===== src/common/hio_pkg.sv =====
// constants, types and state layout of the host interface select and io block
// Overview of operation
// - status led outputs red, green, blue are active low
// - led patterns per idle, connecting, connected; lit colour flashes on data activity while connecting or connected
// - first button low at startup restores default uart serial settings
// - pressing the second button requests opening a connection to a peripheral
// - both buttons low at startup enter bootloader mode
// - both buttons held low ten seconds leave bootloader and restore factory defaults
// - dsr input enters command mode, disconnects or toggles connectable, per configuration
// - with hardware flow control off, cts and rts act as general purpose pins
// - uart and spi host interfaces are never active together
// - after boot watch both interfaces, select the first one showing activity
// - uart transmit stays usable for the startup message before selection
// - during spi detection the data ready output toggles periodically
// - eight rising serial clock edges with chip select low during detection select spi and disable uart
// - a uart command during detection selects uart, stops toggling, disables spi
// - explicit interface enable or disable commands override detection
// - uart frame is 8 data bits, optional even parity, 1 stop; default no parity
// - baud generator programmable, clamped to at most 3 Mbaud
// - spi runs only as slave, clock and select come from the master
// - data ready output enabled after reset, software may disable it
// - receive blocked output signals no room; disabled after reset
// - rts output and cts input are active low
package hio_pkg;

  //////////////////////////////////////////////////////////////////////////////
  // timing
  localparam int unsigned CLK_HZ           = 100_000_000;
  localparam int unsigned CYC_PER_MS       = CLK_HZ / 1000;
  localparam int unsigned STARTUP_WIN_MS   = 50;
  localparam int unsigned STARTUP_WIN_CYC  = STARTUP_WIN_MS * CYC_PER_MS;
  localparam int unsigned DEBOUNCE_MS      = 5;
  localparam int unsigned DEBOUNCE_CYC     = DEBOUNCE_MS * CYC_PER_MS;
  localparam int unsigned FACTORY_HOLD_S   = 10;
  localparam int unsigned FACTORY_HOLD_CYC = FACTORY_HOLD_S * CLK_HZ;
  localparam int unsigned DRDY_HALF_MS     = 1;
  localparam int unsigned DRDY_HALF_CYC    = DRDY_HALF_MS * CYC_PER_MS;
  localparam int unsigned FLASH_MS         = 50;
  localparam int unsigned FLASH_CYC        = FLASH_MS * CYC_PER_MS;
  localparam int unsigned CNT_W            = 32;

  //////////////////////////////////////////////////////////////////////////////
  // link figures
  localparam int unsigned SPI_DETECT_EDGES = 8;
  localparam int unsigned EDGE_W           = 4;
  localparam int unsigned UART_DATA_BITS   = 8;
  localparam int unsigned UART_STOP_BITS   = 1;
  localparam int unsigned UART_MAX_BAUD    = 3_000_000;
  localparam int unsigned UART_DFLT_BAUD   = 115_200;
  localparam int unsigned BAUD_W           = 16;
  localparam int unsigned BAUD_DIV_MIN     = (CLK_HZ + UART_MAX_BAUD - 1) / UART_MAX_BAUD;
  localparam int unsigned BAUD_DIV_DFLT    = CLK_HZ / UART_DFLT_BAUD;

  //////////////////////////////////////////////////////////////////////////////
  // led codes as {green, blue, red}, low lights
  localparam logic [2:0] LED_DATA_IDLE  = 3'h3;
  localparam logic [2:0] LED_CMD_IDLE   = 3'h2;
  localparam logic [2:0] LED_CONNECTING = 3'h4;
  localparam logic [2:0] LED_CONNECTED  = 3'h5;
  localparam logic [2:0] LED_OFF        = 3'h7;

  // synchroniser lanes and button lanes
  localparam int unsigned SYNC_SCLK = 0;
  localparam int unsigned SYNC_CS   = 1;
  localparam int unsigned SYNC_DSR  = 2;
  localparam int unsigned SYNC_CTS  = 3;
  localparam int unsigned SYNC_W    = 4;
  localparam int unsigned BTN_SW1   = 0;
  localparam int unsigned BTN_SW2   = 1;
  localparam int unsigned BTN_W     = 2;

  //////////////////////////////////////////////////////////////////////////////
  // types
  typedef enum logic [1:0] {
    SEL_BOOT   = 2'h0,
    SEL_DETECT = 2'h1,
    SEL_UART   = 2'h3,
    SEL_SPI    = 2'h2
  } hio_sel_t;

  typedef enum logic [1:0] {
    LINK_IDLE       = 2'h0,
    LINK_CONNECTING = 2'h1,
    LINK_CONNECTED  = 2'h2
  } hio_link_t;

  typedef enum logic [1:0] {
    DSR_OFF         = 2'h0,
    DSR_CMD_MODE    = 2'h1,
    DSR_DISCONNECT  = 2'h2,
    DSR_TOGGLE_CONN = 2'h3
  } hio_dsr_mode_t;

  typedef struct packed {
    logic              parity_en;
    logic              hw_flow_en;
    hio_dsr_mode_t     dsr_mode;
    logic              drdy_en;
    logic              norx_en;
    logic [BAUD_W-1:0] baud_div;
  } hio_cfg_t;

  localparam hio_cfg_t CFG_RST = '{parity_en: 1'b0, hw_flow_en: 1'b0, dsr_mode: DSR_OFF,
                                   drdy_en: 1'b1, norx_en: 1'b0,
                                   baud_div: BAUD_W'(BAUD_DIV_DFLT)};

  typedef struct packed {
    logic valid;
    logic uart;
    logic spi;
  } hio_if_cmd_t;

  typedef struct packed {
    logic cmd_mode;
    logic disconnect;
    logic toggle_conn;
  } hio_dsr_evt_t;

endpackage : hio_pkg


===== src/hw/hio_debounce.sv =====
// two-flop synchroniser and stable-time debouncer for the button pins
module hio_debounce
  import hio_pkg::*;
#(
  parameter int unsigned WIDTH      = BTN_W,
  parameter int unsigned STABLE_CYC = DEBOUNCE_CYC
)(
  input  wire logic             clock,
  input  wire logic             reset,
  input  wire logic [WIDTH-1:0] raw_n,
  output logic      [WIDTH-1:0] stable_n
);

  typedef struct packed {
    logic [WIDTH-1:0]            s1;
    logic [WIDTH-1:0]            s2;
    logic [WIDTH-1:0][CNT_W-1:0] cnt;
    logic [WIDTH-1:0]            stb;
  } hio_dbn_state_t;

  // buttons idle high through pull-ups, so released is the safe reset view
  localparam hio_dbn_state_t DBN_RST = '{s1: '1, s2: '1, cnt: '0, stb: '1};

  hio_dbn_state_t st_ff;
  hio_dbn_state_t nxt_st;

  //////////////////////////////////////////////////////////////////////////////
  // a level must differ from the output for the whole stable time to be taken
  always_comb
  begin
    nxt_st    = st_ff;
    nxt_st.s1 = raw_n;
    nxt_st.s2 = st_ff.s1;
    for (int i = 0; i < WIDTH; i++)
    begin
      if (st_ff.s2[i] == st_ff.stb[i])
        nxt_st.cnt[i] = '0;
      else if (st_ff.cnt[i] == CNT_W'(STABLE_CYC - 1))
      begin
        nxt_st.cnt[i] = '0;
        nxt_st.stb[i] = st_ff.s2[i];
      end
      else
        nxt_st.cnt[i] = st_ff.cnt[i] + CNT_W'(1);
    end
  end

  always_ff @(posedge clock)
  begin
    if (reset)
      st_ff <= DBN_RST;
    else
      st_ff <= nxt_st;
  end

  assign stable_n = st_ff.stb;

endmodule // hio_debounce


===== src/hw/hio_host_select.sv =====
// host interface detection, status leds, startup buttons and uart/spi side pins
module hio_host_select
  import hio_pkg::*;
#(
  parameter int unsigned STARTUP_CYC   = STARTUP_WIN_CYC,
  parameter int unsigned DEBOUNCE_LEN  = DEBOUNCE_CYC,
  parameter int unsigned FACTORY_CYC   = FACTORY_HOLD_CYC,
  parameter int unsigned DRDY_HALF_LEN = DRDY_HALF_CYC,
  parameter int unsigned FLASH_LEN     = FLASH_CYC
)(
  input  wire logic         clock,
  input  wire logic         reset,
  input  wire logic         sw1_n,
  input  wire logic         sw2_n,
  input  wire logic         dsr_n,
  input  wire logic         cts_n,
  input  wire logic         spi_sclk,
  input  wire logic         spi_cs_n,
  input  wire logic         cfg_load,
  input  wire hio_cfg_t     cfg_in,
  input  wire hio_if_cmd_t  if_cmd,
  input  wire logic         uart_cmd_seen,
  input  wire logic         cmd_mode,
  input  wire hio_link_t    link_state,
  input  wire logic         data_activity,
  input  wire logic         spi_data_ready,
  input  wire logic         rx_blocked,
  input  wire logic         rts_gpio_o,
  input  wire logic         rts_gpio_oe,
  output logic              led_red_n,
  output logic              led_green_n,
  output logic              led_blue_n,
  output logic              spi_data_avail_out,
  output logic              spi_rx_blocked_out,
  output logic              uart_en,
  output logic              spi_en,
  output logic              uart_tx_en,
  output logic              uart_parity_en,
  output logic              baud_tick,
  output logic              uart_dflt_pulse,
  output logic              bootloader,
  output logic              factory_reset,
  output logic              connect_req,
  output hio_dsr_evt_t      dsr_evt,
  output logic              rts_pin_o,
  output logic              rts_pin_oe,
  output logic              uart_tx_hold,
  output logic              cts_gpio_i
);

  typedef struct packed {
    hio_sel_t          sel;
    hio_cfg_t          cfg;
    logic [SYNC_W-1:0] s1;
    logic [SYNC_W-1:0] s2;
    logic [SYNC_W-1:0] s3;
    logic [CNT_W-1:0]  win_cnt;
    logic [CNT_W-1:0]  hold_cnt;
    logic              boot_ldr;
    logic              fact_rst;
    logic              uart_dflt;
    logic              sw2_prev;
    logic              conn_req;
    logic [EDGE_W-1:0] edge_cnt;
    logic [CNT_W-1:0]  drdy_cnt;
    logic              drdy;
    logic              norx;
    logic [CNT_W-1:0]  flash_cnt;
    logic [2:0]        led_n;
    hio_dsr_evt_t      dsr_evt;
    logic [BAUD_W-1:0] baud_cnt;
    logic              baud_tick;
    logic              rts_o;
    logic              rts_oe;
    logic              tx_hold;
    logic              cts_gpio;
    logic              uart_en;
    logic              spi_en;
    logic              uart_tx_en;
  } hio_state_t;

  // pins idle high; tx path open from reset so the startup message can leave
  localparam hio_state_t ST_RST = '{sel: SEL_BOOT, cfg: CFG_RST, s1: '1, s2: '1, s3: '1,
                                    sw2_prev: 1'b1, led_n: LED_OFF, rts_o: 1'b1,
                                    uart_tx_en: 1'b1, default: '0};

  hio_state_t       st_ff;
  hio_state_t       nxt_st;
  logic [BTN_W-1:0] btn_n;
  logic             both_low;
  logic             sclk_rise;
  logic             cs_act;
  logic             dsr_fall;
  logic [BAUD_W-1:0] div_eff;

  //////////////////////////////////////////////////////////////////////////////
  // button pins, synchronised and debounced before any decision
  hio_debounce #(
    .WIDTH      (BTN_W),
    .STABLE_CYC (DEBOUNCE_LEN)
  ) u_btn (
    .clock    (clock),
    .reset    (reset),
    .raw_n    ({sw2_n, sw1_n}),
    .stable_n (btn_n)
  );

  // edge finders read the second and third stages only
  assign both_low  = ~btn_n[BTN_SW1] & ~btn_n[BTN_SW2];
  assign sclk_rise = st_ff.s2[SYNC_SCLK] & ~st_ff.s3[SYNC_SCLK];
  assign cs_act    = ~st_ff.s2[SYNC_CS];
  assign dsr_fall  = ~st_ff.s2[SYNC_DSR] & st_ff.s3[SYNC_DSR];
  // the divisor never drops below the fastest allowed rate
  assign div_eff   = (st_ff.cfg.baud_div < BAUD_W'(BAUD_DIV_MIN)) ? BAUD_W'(BAUD_DIV_MIN)
                                                                  : st_ff.cfg.baud_div;

  //////////////////////////////////////////////////////////////////////////////
  // whole next state
  always_comb
  begin
    nxt_st           = st_ff;
    nxt_st.s1        = {cts_n, dsr_n, spi_cs_n, spi_sclk};
    nxt_st.s2        = st_ff.s1;
    nxt_st.s3        = st_ff.s2;
    nxt_st.uart_dflt = 1'b0;
    nxt_st.fact_rst  = 1'b0;
    nxt_st.conn_req  = 1'b0;
    nxt_st.dsr_evt   = '0;
    nxt_st.baud_tick = 1'b0;
    nxt_st.sw2_prev  = btn_n[BTN_SW2];

    // software configuration load
    if (cfg_load)
      nxt_st.cfg = cfg_in;

    // interface selection and startup sequence
    unique case (st_ff.sel)
      SEL_BOOT:
      begin
        if (st_ff.boot_ldr)
        begin
          if (!both_low)
            nxt_st.hold_cnt = '0;
          else if (st_ff.hold_cnt == CNT_W'(FACTORY_CYC - 1))
          begin
            nxt_st.boot_ldr = 1'b0;
            nxt_st.fact_rst = 1'b1;
            nxt_st.cfg      = CFG_RST;
            nxt_st.sel      = SEL_DETECT;
          end
          else
            nxt_st.hold_cnt = st_ff.hold_cnt + CNT_W'(1);
        end
        else if (st_ff.win_cnt == CNT_W'(STARTUP_CYC - 1))
        begin
          // buttons count only here, at the close of the startup window
          if (both_low)
            nxt_st.boot_ldr = 1'b1;
          else
          begin
            nxt_st.sel = SEL_DETECT;
            if (!btn_n[BTN_SW1])
            begin
              nxt_st.uart_dflt     = 1'b1;
              nxt_st.cfg.parity_en = CFG_RST.parity_en;
              nxt_st.cfg.baud_div  = CFG_RST.baud_div;
            end
          end
        end
        else
          nxt_st.win_cnt = st_ff.win_cnt + CNT_W'(1);
      end
      SEL_DETECT:
      begin
        // a uart command wins a tie with the last clock edge
        if (uart_cmd_seen)
          nxt_st.sel = SEL_UART;
        else if (cs_act && sclk_rise)
        begin
          // edges outside chip select never reach the counter
          if (st_ff.edge_cnt == EDGE_W'(SPI_DETECT_EDGES - 1))
            nxt_st.sel = SEL_SPI;
          else
            nxt_st.edge_cnt = st_ff.edge_cnt + EDGE_W'(1);
        end
      end
      SEL_UART,
      SEL_SPI:
      begin
        nxt_st.edge_cnt = '0;
      end
    endcase

    // explicit commands override detection; both at once is refused
    if (if_cmd.valid && st_ff.sel != SEL_BOOT)
    begin
      unique case ({if_cmd.uart, if_cmd.spi})
        2'h2: nxt_st.sel = SEL_UART;
        2'h1: nxt_st.sel = SEL_SPI;
        2'h0:
        begin
          nxt_st.sel      = SEL_DETECT;
          nxt_st.edge_cnt = '0;
        end
        2'h3: nxt_st.sel = st_ff.sel;
      endcase
    end

    // one select state drives both enables, so they can never overlap
    nxt_st.uart_en    = (nxt_st.sel == SEL_UART);
    nxt_st.spi_en     = (nxt_st.sel == SEL_SPI);
    nxt_st.uart_tx_en = (nxt_st.sel != SEL_SPI);

    // data ready: periodic beacon while detecting, real flag once on spi
    if (st_ff.sel == SEL_DETECT && st_ff.cfg.drdy_en)
    begin
      if (st_ff.drdy_cnt == CNT_W'(DRDY_HALF_LEN - 1))
      begin
        nxt_st.drdy_cnt = '0;
        nxt_st.drdy     = ~st_ff.drdy;
      end
      else
        nxt_st.drdy_cnt = st_ff.drdy_cnt + CNT_W'(1);
    end
    else
    begin
      nxt_st.drdy_cnt = '0;
      nxt_st.drdy     = (st_ff.sel == SEL_SPI) && st_ff.cfg.drdy_en && spi_data_ready;
    end

    // receive blocked only when software has switched it on
    nxt_st.norx = st_ff.cfg.norx_en && (st_ff.sel == SEL_SPI) && rx_blocked;

    // status leds; a flash blanks the lit colour for a while
    if (data_activity && (link_state == LINK_CONNECTING || link_state == LINK_CONNECTED))
      nxt_st.flash_cnt = CNT_W'(FLASH_LEN);
    else if (st_ff.flash_cnt != '0)
      nxt_st.flash_cnt = st_ff.flash_cnt - CNT_W'(1);
    unique case (link_state)
      LINK_IDLE:       nxt_st.led_n = cmd_mode ? LED_CMD_IDLE : LED_DATA_IDLE;
      LINK_CONNECTING: nxt_st.led_n = LED_CONNECTING;
      LINK_CONNECTED:  nxt_st.led_n = LED_CONNECTED;
      default:         nxt_st.led_n = LED_OFF;
    endcase
    if (st_ff.flash_cnt != '0 && link_state != LINK_IDLE)
      nxt_st.led_n = LED_OFF;

    // second button asks for a connection once out of startup
    if (st_ff.sel != SEL_BOOT && st_ff.sw2_prev && !btn_n[BTN_SW2])
      nxt_st.conn_req = 1'b1;

    // dsr assertion is repurposed by configuration
    if (st_ff.sel != SEL_BOOT && dsr_fall)
    begin
      unique case (st_ff.cfg.dsr_mode)
        DSR_OFF:         nxt_st.dsr_evt = '0;
        DSR_CMD_MODE:    nxt_st.dsr_evt.cmd_mode = 1'b1;
        DSR_DISCONNECT:  nxt_st.dsr_evt.disconnect = 1'b1;
        DSR_TOGGLE_CONN: nxt_st.dsr_evt.toggle_conn = 1'b1;
      endcase
    end

    // baud divider: one enable pulse per bit time
    if (st_ff.baud_cnt >= div_eff - BAUD_W'(1))
    begin
      nxt_st.baud_cnt  = '0;
      nxt_st.baud_tick = 1'b1;
    end
    else
      nxt_st.baud_cnt = st_ff.baud_cnt + BAUD_W'(1);

    // flow control pins, or general purpose pins when flow control is off
    if (st_ff.cfg.hw_flow_en)
    begin
      nxt_st.rts_o   = rx_blocked;
      nxt_st.rts_oe  = 1'b1;
      nxt_st.tx_hold = st_ff.s2[SYNC_CTS];
    end
    else
    begin
      nxt_st.rts_o   = rts_gpio_o;
      nxt_st.rts_oe  = rts_gpio_oe;
      nxt_st.tx_hold = 1'b0;
    end
    nxt_st.cts_gpio = st_ff.s2[SYNC_CTS];
  end

  always_ff @(posedge clock)
  begin
    if (reset)
      st_ff <= ST_RST;
    else
      st_ff <= nxt_st;
  end

  //////////////////////////////////////////////////////////////////////////////
  // outputs, all straight from flip-flops
  assign led_green_n        = st_ff.led_n[2];
  assign led_blue_n         = st_ff.led_n[1];
  assign led_red_n          = st_ff.led_n[0];
  assign spi_data_avail_out = st_ff.drdy;
  assign spi_rx_blocked_out = st_ff.norx;
  assign uart_en            = st_ff.uart_en;
  assign spi_en             = st_ff.spi_en;
  assign uart_tx_en         = st_ff.uart_tx_en;
  assign uart_parity_en     = st_ff.cfg.parity_en;
  assign baud_tick          = st_ff.baud_tick;
  assign uart_dflt_pulse    = st_ff.uart_dflt;
  assign bootloader         = st_ff.boot_ldr;
  assign factory_reset      = st_ff.fact_rst;
  assign connect_req        = st_ff.conn_req;
  assign dsr_evt            = st_ff.dsr_evt;
  assign rts_pin_o          = st_ff.rts_o;
  assign rts_pin_oe         = st_ff.rts_oe;
  assign uart_tx_hold       = st_ff.tx_hold;
  assign cts_gpio_i         = st_ff.cts_gpio;

  //////////////////////////////////////////////////////////////////////////////
  // checks
  property p_exclusive;
    @(posedge clock) disable iff (reset)
    !(uart_en && spi_en);
  endproperty
  a_exclusive: assert property (p_exclusive) else $error("uart and spi enabled together");

  property p_spi_detect;
    @(posedge clock) disable iff (reset)
    (st_ff.sel == SEL_DETECT && cs_act && sclk_rise && !uart_cmd_seen && !if_cmd.valid
     && st_ff.edge_cnt == EDGE_W'(SPI_DETECT_EDGES - 1)) |=> spi_en && !uart_en && !uart_tx_en;
  endproperty
  a_spi_detect: assert property (p_spi_detect) else $error("eighth edge did not select spi");

  property p_cs_ignore;
    @(posedge clock) disable iff (reset)
    (st_ff.sel == SEL_DETECT && !cs_act && !if_cmd.valid) |=> $stable(st_ff.edge_cnt);
  endproperty
  a_cs_ignore: assert property (p_cs_ignore) else $error("edge counted without chip select");

  property p_uart_detect;
    @(posedge clock) disable iff (reset)
    (st_ff.sel == SEL_DETECT && uart_cmd_seen && !if_cmd.valid)
      |=> uart_en ##1 (!spi_en && !spi_data_avail_out);
  endproperty
  a_uart_detect: assert property (p_uart_detect) else $error("uart command did not select uart");

  property p_bootldr;
    @(posedge clock) disable iff (reset)
    (st_ff.sel == SEL_BOOT && !st_ff.boot_ldr && both_low
     && st_ff.win_cnt == CNT_W'(STARTUP_CYC - 1)) |=> bootloader && !uart_en && !spi_en;
  endproperty
  a_bootldr: assert property (p_bootldr) else $error("bootloader not entered");

  property p_factory;
    @(posedge clock) disable iff (reset)
    (st_ff.boot_ldr && both_low && st_ff.hold_cnt == CNT_W'(FACTORY_CYC - 1))
      |=> factory_reset && !bootloader ##1 !factory_reset;
  endproperty
  a_factory: assert property (p_factory) else $error("factory restore missing");

  property p_norx_off;
    @(posedge clock) disable iff (reset)
    !st_ff.cfg.norx_en |=> !spi_rx_blocked_out;
  endproperty
  a_norx_off: assert property (p_norx_off) else $error("receive blocked while disabled");

  property p_led_idle;
    @(posedge clock) disable iff (reset)
    (link_state == LINK_IDLE && !cmd_mode) |=> (led_green_n == 1'b0 && led_blue_n && led_red_n);
  endproperty
  a_led_idle: assert property (p_led_idle) else $error("data idle led pattern wrong");

  property p_conn_req;
    @(posedge clock) disable iff (reset)
    (st_ff.sel != SEL_BOOT && $fell(btn_n[BTN_SW2])) |=> connect_req;
  endproperty
  a_conn_req: assert property (p_conn_req) else $error("button press gave no connect request");

  property p_drdy_toggle;
    @(posedge clock) disable iff (reset)
    (st_ff.sel == SEL_DETECT && st_ff.cfg.drdy_en && !cfg_load && !if_cmd.valid && !uart_cmd_seen
     && st_ff.drdy_cnt == CNT_W'(DRDY_HALF_LEN - 1)) |=> (spi_data_avail_out != $past(st_ff.drdy));
  endproperty
  a_drdy_toggle: assert property (p_drdy_toggle) else $error("data ready did not toggle");

endmodule // hio_host_select


===== config.mk =====
export PLATFORM = sky130hd
export DESIGN_NAME = hio_host_select
export DESIGN_NICKNAME = d
export VERILOG_FILES = /design/src/common/hio_pkg.sv /design/src/hw/hio_debounce.sv /design/src/hw/hio_host_select.sv
export SDC_FILE = /design/constraint.sdc
export NUM_CORES = 1
export LEC_CHECK = 0
export BUFFER_PORTS_ARGS = -buffer_cell sky130_fd_sc_hd__buf_4
export CAP_MARGIN = 20
export CELL_PAD_IN_SITES_DETAIL_PLACEMENT = 0
export CELL_PAD_IN_SITES_GLOBAL_PLACEMENT = 2
export CORE_MARGIN = 2
export CORE_UTILIZATION = 34
export DETAILED_ROUTE_END_ITERATION = 10
export PLACE_DENSITY_LB_ADDON = 0.1
export SYNTH_ARGS = -nofsm -noshare
export SYNTH_HDL_FRONTEND = slang
export SYNTH_HIERARCHICAL = 1
export SYNTH_SLANG_ARGS = --single-unit

===== constraint.sdc =====
create_clock -name clock -period 4 [get_ports clock]
set_clock_uncertainty 0.15 [all_clocks]
set_input_delay 0.8 -clock clock [delete_from_list [all_inputs] [get_ports clock]]
set_output_delay 0.8 -clock clock [all_outputs]
set_load 0.005 [all_outputs]

=== After elaboration in Yosys (flattened, before gate mapping) ===
Index checks and enable logic that the tools add are counted.

* Magnitude comparators: 2
* Muxes and demuxes: 46
* $add $sub $neg: 9
* Bitwise operators: 18
* Eq/ne operators: 24
* Reduce and logical (&&, ||, !) cells: 36

{| class="wikitable"
|+ Operator list
! kind !! number
|-
| adder 32 x 1 -> 32 bit, second input constant || 5
|-
| 2-to-1 mux 16 bit || 5
|-
| equality test 32 x 19 -> 1 bit, second input constant || 2
|-
| 2-to-1 mux 32 bit || 2
|-
| 2-to-1 mux 24 bit || 2
|-
| 2-to-1 mux 23 bit || 2
|-
| 2-to-1 mux 22 bit || 2
|-
| equality test 32 x 17 -> 1 bit, second input constant || 1
|-
| equality test 32 x 23 -> 1 bit, second input constant || 1
|-
| equality test 32 x 30 -> 1 bit, second input constant || 1
|-
| nonzero test 32 bit || 1
|-
| subtractor 32 x 1 -> 32 bit, second input constant || 1
|-
| 2-to-1 mux 4 bit || 5
|-
| equality test 2 bit, second input constant || 9
|-
| adder 16 x 1 -> 16 bit, second input constant || 1
|-
| greater-or-equal comparator 16 bit || 1
|-
| < comparator 16 x 6 -> 1 bit, second input constant || 1
|-
| subtractor 16 x 1 -> 16 bit, second input constant || 1
|-
| NOT 1 bit || 15
|-
| 2-to-1 mux 1 bit || 13
|-
| logical AND 1 bit || 12
|-
| 2-to-1 mux 2 bit || 6
|-
| 2-to-1 mux 3 bit || 4
|-
| OR reduction 2 bit || 6
|-
| 21 further kinds || 36
|}

* Output and inout port bits: 21
* Input port bits: 43
* Logic and storage cells: 177
* Register bits: 274

=== Logic depth before layout (Yosys ltp) ===
Gate-level depths: netlist of the first run.

* Depth in word-level cells: 8
* Gate-level depth with buffers: 15
* Mapped depth without buffers: 14

=== By module ===
Netlist of the first run, hierarchy kept.

{| class="wikitable"
|+ By module, submodules not included
! module !! cells each !! area an instance (µm²) !! seq. area each (µm²) !! instances
|-
| hio_host_select || 1133 || 9784.4 || 4063.9 || 1
|-
| hio_debounce || 401 || 3390.8 || 1401.3 || 1
|}

=== Worst setup path before layout of the first run ===
Ideal clock, no wire load.

* Path kind: register to register
* From: reg, netlist name st_ff[190]
* To: reg, netlist name st_ff[15]
* Buffers on the path: 1
* Setup slack: -0.144 ns
* Arrival: 3.929 ns
* Cell stages (with the launch flop): 16
* Path through: dfxtp_1 -> or4_1 -> nor4_1 -> nand2_1 -> nand2_1 -> ha_1 -> nand3_1 -> mux2_2 -> o21ai_0 -> ha_1 -> a21o_1 -> a2111oi_0 -> o21ai_0 -> a2111o_1 -> clkbuf_1 -> nor2_1

==> results of run 1 <==
[registers in the layout, summed over array words and instances, names as in the netlist, 2 cells and up]
name,count
u_btn/st_ff,66
u_btn/nxt_st,2
nxt_st,8
u_btn/stable_n,2
st_ff,174
dsr_evt,3
[critical path, stage by stage (launching register included)]
cell	delay, ps
dfxtp_1	310
or4_4	560
nor4_4	260
nand2_1	130
nand2_2	100
ha_4	150
nand3_1	70
mux2_2	250
o21ai_0	90
ha_1	280
a21o_1	200
a2111oi_2	340
o21ai_1	160
a2111o_1	400
buf_6	160
nor2_1	100
[synth_stat cells, drive strengths merged, types with 16 or more instances]
cell,n,area share
xor2,46,0.031
o21ai,48,0.018
nor3,36,0.014
nand4,68,0.033
and4,23,0.015
nand3,74,0.029
nor2,167,0.048
inv,32,0.0091
or4,73,0.043
buf,16,0.0086
mux2i,21,0.016
nand2,90,0.026
a21oi,99,0.038
nor4,44,0.023
clkbuf,60,0.017
or2,21,0.010
ha,27,0.026
xnor2,67,0.045
or3,47,0.023
dfxtp,273,0.41
o31ai,58,0.033
and3,27,0.013
[layout make-up]
cell class | count | area share
Clock buffer | 50 | 0.06797
Multi-Input combinational cell | 1153 | 0.4759
Clock inverter | 7 | 0.002930
Timing Repair Buffer | 97 | 0.04762
Sequential cell | 273 | 0.3556
Tap cell | 518 | 0.04217
Inverter | 32 | 0.007814
[logic make-up (layout without fill, tap and decap cells)]
logic type,Yosys count,count (layout),share of synthesized area
AOI/OAI and AO/OA,254,254,0.1178
buffers and inverters,108,186,0.03495
and+or+nand+nor,736,736,0.3141
xor gates and xnor gates,113,113,0.07512
DFF,273,273,0.4148
adders and majority gates,27,27,0.02564
muxes,23,23,0.01766
[layer usage]
metal,vias up,track usage,share of wire
met5,-,0,0
met4,0,0.04392,0.019
met3,47,0.03328,0.036
met2,154,0.2640,0.44
met1,5282,0.2346,0.50
li1,5794,-,-
[timing repair]
item,in CTS,in global routing
pin swaps,0,5
gates cloned,0,0
setup buffers,0,1
setup endpoints to repair,15,16
gates resized for setup,3,6
[path summary, 6_finish.rpt]
check	to	slack, ps	cells after the start	from
worst min register to register	u_btn/st_ff[67]	250	1	u_btn/nxt_st[67]
worst max register to register	st_ff[10]	240	15	st_ff[190]
worst min-delay path	u_btn/st_ff[67]	250	1	u_btn/nxt_st[67]
worst max-delay path	st_ff[10]	240	15	st_ff[190]
[power groups by stage]
| stage | Clock [mW] | Combinational (mW) | Sequential, mW |
|---|---|---|---|
| 3_3_place_gp | 0 | 0.727 | 2.96 |
| 6_report | 3.00 | 0.733 | 2.91 |
| 3_5_place_dp | 0 | 0.734 | 2.96 |
| 5_1_grt | 3.23 | 0.841 | 2.92 |
| 2_1_floorplan | 0 | 0.538 | 2.94 |
| 4_1_cts | 3.12 | 0.739 | 2.90 |
==> run_results.csv, run 1 <==
group,metric,value,unit
sta,period_share,0.9404,
detailed_routing,ant_nets,0,
clocking,htreeDepth,2,
detailed_routing,drcViolationCount,0,
flow_run,maxCapViolations,0,
sta,timing.final.max_slew_violations,0,
setup_path,critPathRequiredTime,4310,ps
finish,ff_latch_area,5465,µm²
setup_path,worstSetupPathType,"reg -> reg",
global_route,grtUsageTotal,0.1678,
floorplan,die_w,200.9,µm
placement,dp_cells,2072,
pwr,swShare,0.2579,
sta,hold_viol,0,
floorplan,dieArea,40340,µm²
clocking,clock-sinks,273,
pwr,max-vdd-ir-drop,0.2696,mV
synthesis,synth-seq-area-share,0.4148,
finish,final_util,0.3996,
sta,relSlewSlack,0.3841,
pwr,power_frac_clock,0.452,
global_route,grt_pass1_wl,56.77,mm
pwr,internal_power,4.925,mW
global_route,grt_pass1_vias,10880,
sta,setup_violations,0,
finish,fill_cells,3958,
finish,final_common_cell,"dfxtp_1",
pwr,finalPower,6.636,mW
clocking,root_buffer,"clkbuf_16",
detailed_routing,first_pass_iters,5,
synthesis,syn_area_per_cell,8.589,µm²
setup_path,crit_fanout,15,
synthesis,synth.distinct_cells,63,
synthesis,async_flop_share,0,
finish,nNetsFinal,1663,
detailed_routing,wl_per_cell,15.68,µm
pwr,pwr_density_cell,431.7,nW/µm²
setup_path,end_kind,"register",
clocking,cts_made_buffers,36,
sta,fmax,265.8,MHz
floorplan,rows,72,
detailed_routing,vias,11280,
pwr,power_switching,1.711,mW
floorplan,dieHeight,200.9,µm
sta,min_period,3762,ps
finish,finalInstanceArea,15370,µm²
clocking,cts-root-to-sink-buffers,3,
pwr,p_comb_frac,0.110,
detailed_routing,avgViaCountPerCell,5.294,
placement,hpwl,22.96,mm
setup_path,worst_setup_path_start_kind,"register",
placement,placed_area,14230,µm²
finish,multiInputGateArea,7316,µm²
sta,rsz0062_at_grt,"yes",
finish,drive_above_1_share,0.1222,
detailed_routing,route.final.wire_length,33.40,mm
global_route,antenna_found_initial,0,
global_route,grt_max_degree,34,
finish,syn_to_final_growth,16.67,%
detailed_routing,drt_iter0_markers,628,
synthesis,synth_edf_count,0,
floorplan,io_pins,64,
clocking,tritoncts,"yes",
synthesis,syn_inst,1534,
finish,layout_common_cells,"273 x dfxtp_1, 167 x nor2_1, 99 x a21oi_1",
synthesis,ys_ff_latch,273,
placement,pre_cts_ws,-56.34,ps
synthesis,syn_nets,1604,
setup_path,cp_data_arrival_time,4070,ps
finish,diodes,0,
placement,routabilityCongestion,0.7564,
sta,fin_ws,238.3,ps
pwr,p_seq_frac,0.438,
clocking,holdBufCountCts,0,
sta,whs,252.4,ps
sta,tns,0,ps
placement,placement.io_buffers,63,
synthesis,ys.flop_type,"dfxtp_1",
min_path,hold_path_class,"reg -> reg",
finish,layout.cells.non_filler,2130,
clocking,clk_latency,530,ps
synthesis,yosysWarnings,6,
floorplan,initial_utilization,0.3425,
synthesis,synth.cell_area,13180,µm²
floorplan,core-area,38470,µm²
sta,worst_slew_pin_slew,915.4,ps
global_route,grt_overflow,0,
clocking,clkSlewWorstSetupHoldPaths,50,ps
pwr,leakagePower,5.088,nW
run_status,status,"complete, no violations",
(Power assumes the default switching activity.)
==> run 2: changes to the inputs <==
- CORE_UTILIZATION: 34 -> 38
- clock period: 4 -> 3.9 ns (I/O delays scaled with it)
==> run_results.csv, run 2 (same netlist as run 1, synthesis figures left out) <==
group,metric,value,unit
sta,period_share,0.9602,
sta,relSlewSlack,0.4195,
placement,placement.io_buffers,63,
sta,tns,0,ps
clocking,htreeDepth,2,
detailed_routing,vias,11300,
min_path,hold_path_class,"reg -> reg",
finish,multiInputGateArea,7327,µm²
min_path,worstHoldStart,"u_btn/nxt_st[67]",
setup_path,r2r_end,"st_ff[14]",
pwr,power_frac_clock,0.462,
pwr,pwr_density_cell,452.0,nW/µm²
min_path,hold_end,"u_btn/st_ff[67]",
finish,fill_cells,3465,
finish,syn_to_final_growth,16.70,%
clocking,clock-sinks,273,
setup_path,worstSetupPathType,"reg -> reg",
finish,diodes,0,
clocking,cts_made_buffers,35,
global_route,grt_pass1_wl,54.91,mm
global_route,antenna_found_initial,0,
finish,layout_common_cells,"273 x dfxtp_1, 166 x nor2_1, 99 x a21oi_1",
global_route,grt_pass1_vias,10670,
finish,nNetsFinal,1664,
detailed_routing,route.final.wire_length,32.95,mm
floorplan,initial_utilization,0.3833,
global_route,grt_overflow,0,
pwr,p_seq_frac,0.429,
global_route,grtUsageTotal,0.1822,
finish,final_common_cell,"dfxtp_1",
setup_path,worst_setup_path_start_kind,"register",
min_path,hold-path-cell-count,1,
clocking,root_buffer,"clkbuf_16",
pwr,power_switching,1.721,mW
setup_path,ff2ff_path_depth,15,
setup_path,end_kind,"register",
sta,timing.final.max_slew_violations,0,
global_route,grt_max_degree,47,
run_status,status,"complete, no violations",
pwr,leakagePower,5.122,nW
setup_path,crit_fanout,7,
finish,largest_reg_flops,174,
clocking,tritoncts,"yes",
placement,hpwl,22.65,mm
detailed_routing,ant_nets,0,
detailed_routing,wl_met1,16.68,mm
clocking,holdBufCountCts,0,
sta,min_period,3745,ps
placement,routabilityCongestion,0.7438,
finish,top_register,"st_ff",
detailed_routing,drcViolationCount,0,
pwr,max-vdd-ir-drop,0.2683,mV
detailed_routing,first_pass_iters,5,
finish,drive_above_1_share,0.1224,
setup_path,cp_data_arrival_time,4020,ps
clocking,clkSlewWorstSetupHoldPaths,60,ps
setup_path,critPathRequiredTime,4180,ps
detailed_routing,highest-signal-layer,"met4",
floorplan,dieHeight,190.2,µm
floorplan,core-area,34370,µm²
clocking,cts-root-to-sink-buffers,3,
sta,setup_violations,0,
clocking,clk_latency,500,ps
detailed_routing,wl_per_cell,15.90,µm
pwr,swShare,0.2477,
setup_path,r2r_slack,160,ps
sta,rsz0062_at_grt,"yes",
finish,ff_latch_area,5465,µm²
sta,worst_slew_pin_slew,862.8,ps
detailed_routing,avgViaCountPerCell,5.452,
floorplan,die_w,190.2,µm
detailed_routing,route.met3.wl,1.098,mm
detailed_routing,drt_iter0_markers,532,
floorplan,io_pins,64,
sta,hold_viol,0,
sta,fmax,267.1,MHz
floorplan,dieArea,36180,µm²
sta,whs,261.1,ps
flow_run,maxCapViolations,0,
pwr,internal_power,5.229,mW
pwr,p_comb_frac,0.108,
setup_path,timing.rr.start,"st_ff[191]",
detailed_routing,route.met2.wl,14.61,mm
floorplan,rows,68,
run 2: cell types whose count changed in the layout (fill, tap and decap cells not counted), sizes merged:
cell / previous run / this run
buf: 97 / 99
inv: 33 / 32
clkinv: 5 / 2
clkbuf: 50 / 56
clkinvlp: 1 / 0
bufinv: 0 / 3
run 2: how the worst max path moves through the flow:
| stage | startpoint | end | slack, ps | cells past startpoint |
|---|---|---|---|---|
| 2_1_floorplan | st_ff[194] | st_ff[15] | 10 | 15 |
| 3_3_place_gp | st_ff[194] | st_ff[10] | -5 | 15 |
| 3_5_place_dp | st_ff[194] | st_ff[14] | -80 | 15 |
| 4_1_cts | st_ff[190] | st_ff[14] | 20 | 15 |
| 5_1_grt | st_ff[191] | st_ff[12] | -50 | 15 |
| 6_report | st_ff[191] | st_ff[14] | 160 | 15 |
run 2: power groups by stage:
stage | clock, mW | sequential (mW) | combinational (mW)
finish | 3.21 | 2.98 | 0.753
global placement | 0 | 3.04 | 0.741
global route | 3.44 | 3.00 | 0.855
floorplan | 0 | 3.02 | 0.552
CTS | 3.33 | 2.98 | 0.755
detailed placement | 0 | 3.04 | 0.751
run 2: stage by stage:
step / power, mW / area, µm² / utilization / worst slack (ps) / instances
global placement: 3.777 / 14160 / 0.4118 / -5.229 / 2009
floorplan: 3.569 / 13190 / - / 12.91 / 1534
CTS: 7.060 / 15320 / 0.4456 / 23.19 / 2070
finish: 6.950 / 15380 / 0.4473 / 155.4 / 2073
global route: 7.290 / 15380 / 0.4473 / -47.38 / 2073
detailed placement: 3.789 / 14160 / 0.4118 / -78.16 / 2009
run 2: routing by layer:
| metal | global-route usage | vias to the layer above |
|---|---|---|
| met2 | 0.2917 | 146 |
| met5 | 0 | - |
| met3 | 0.02767 | 40 |
| met4 | 0.04234 | 0 |
| met1 | 0.2577 | 5308 |
| li1 | - | 5807 |
run 2: what timing repair did:
action,CTS,global route
hold endpoints to repair,0,0
buffers inserted,0,2
gates cloned,0,1
pin swaps,1,7
gates resized for setup,4,11
setup endpoints to repair,17,17
run 2: area by class of cell:
type	instances	share of cell area
clock inverters	5	0.006510
flip-flops and latches	273	0.3554
repair buffers	99	0.04858
multi-input cells	1153	0.4765
inverters	32	0.007812
clock buffers	56	0.06811
well taps	455	0.03702
run 2: worst max-delay path, cell delays in order (launching register included):
cell	delay (ps)
dfxtp_1	310
or4_4	560
nor4_4	250
nand2_1	120
nand2_2	110
ha_4	150
nand3_1	70
mux2_2	280
o21ai_2	60
ha_1	250
a21o_1	190
a2111oi_2	280
o21ai_1	140
a2111o_1	470
buf_4	180
nor2_1	100
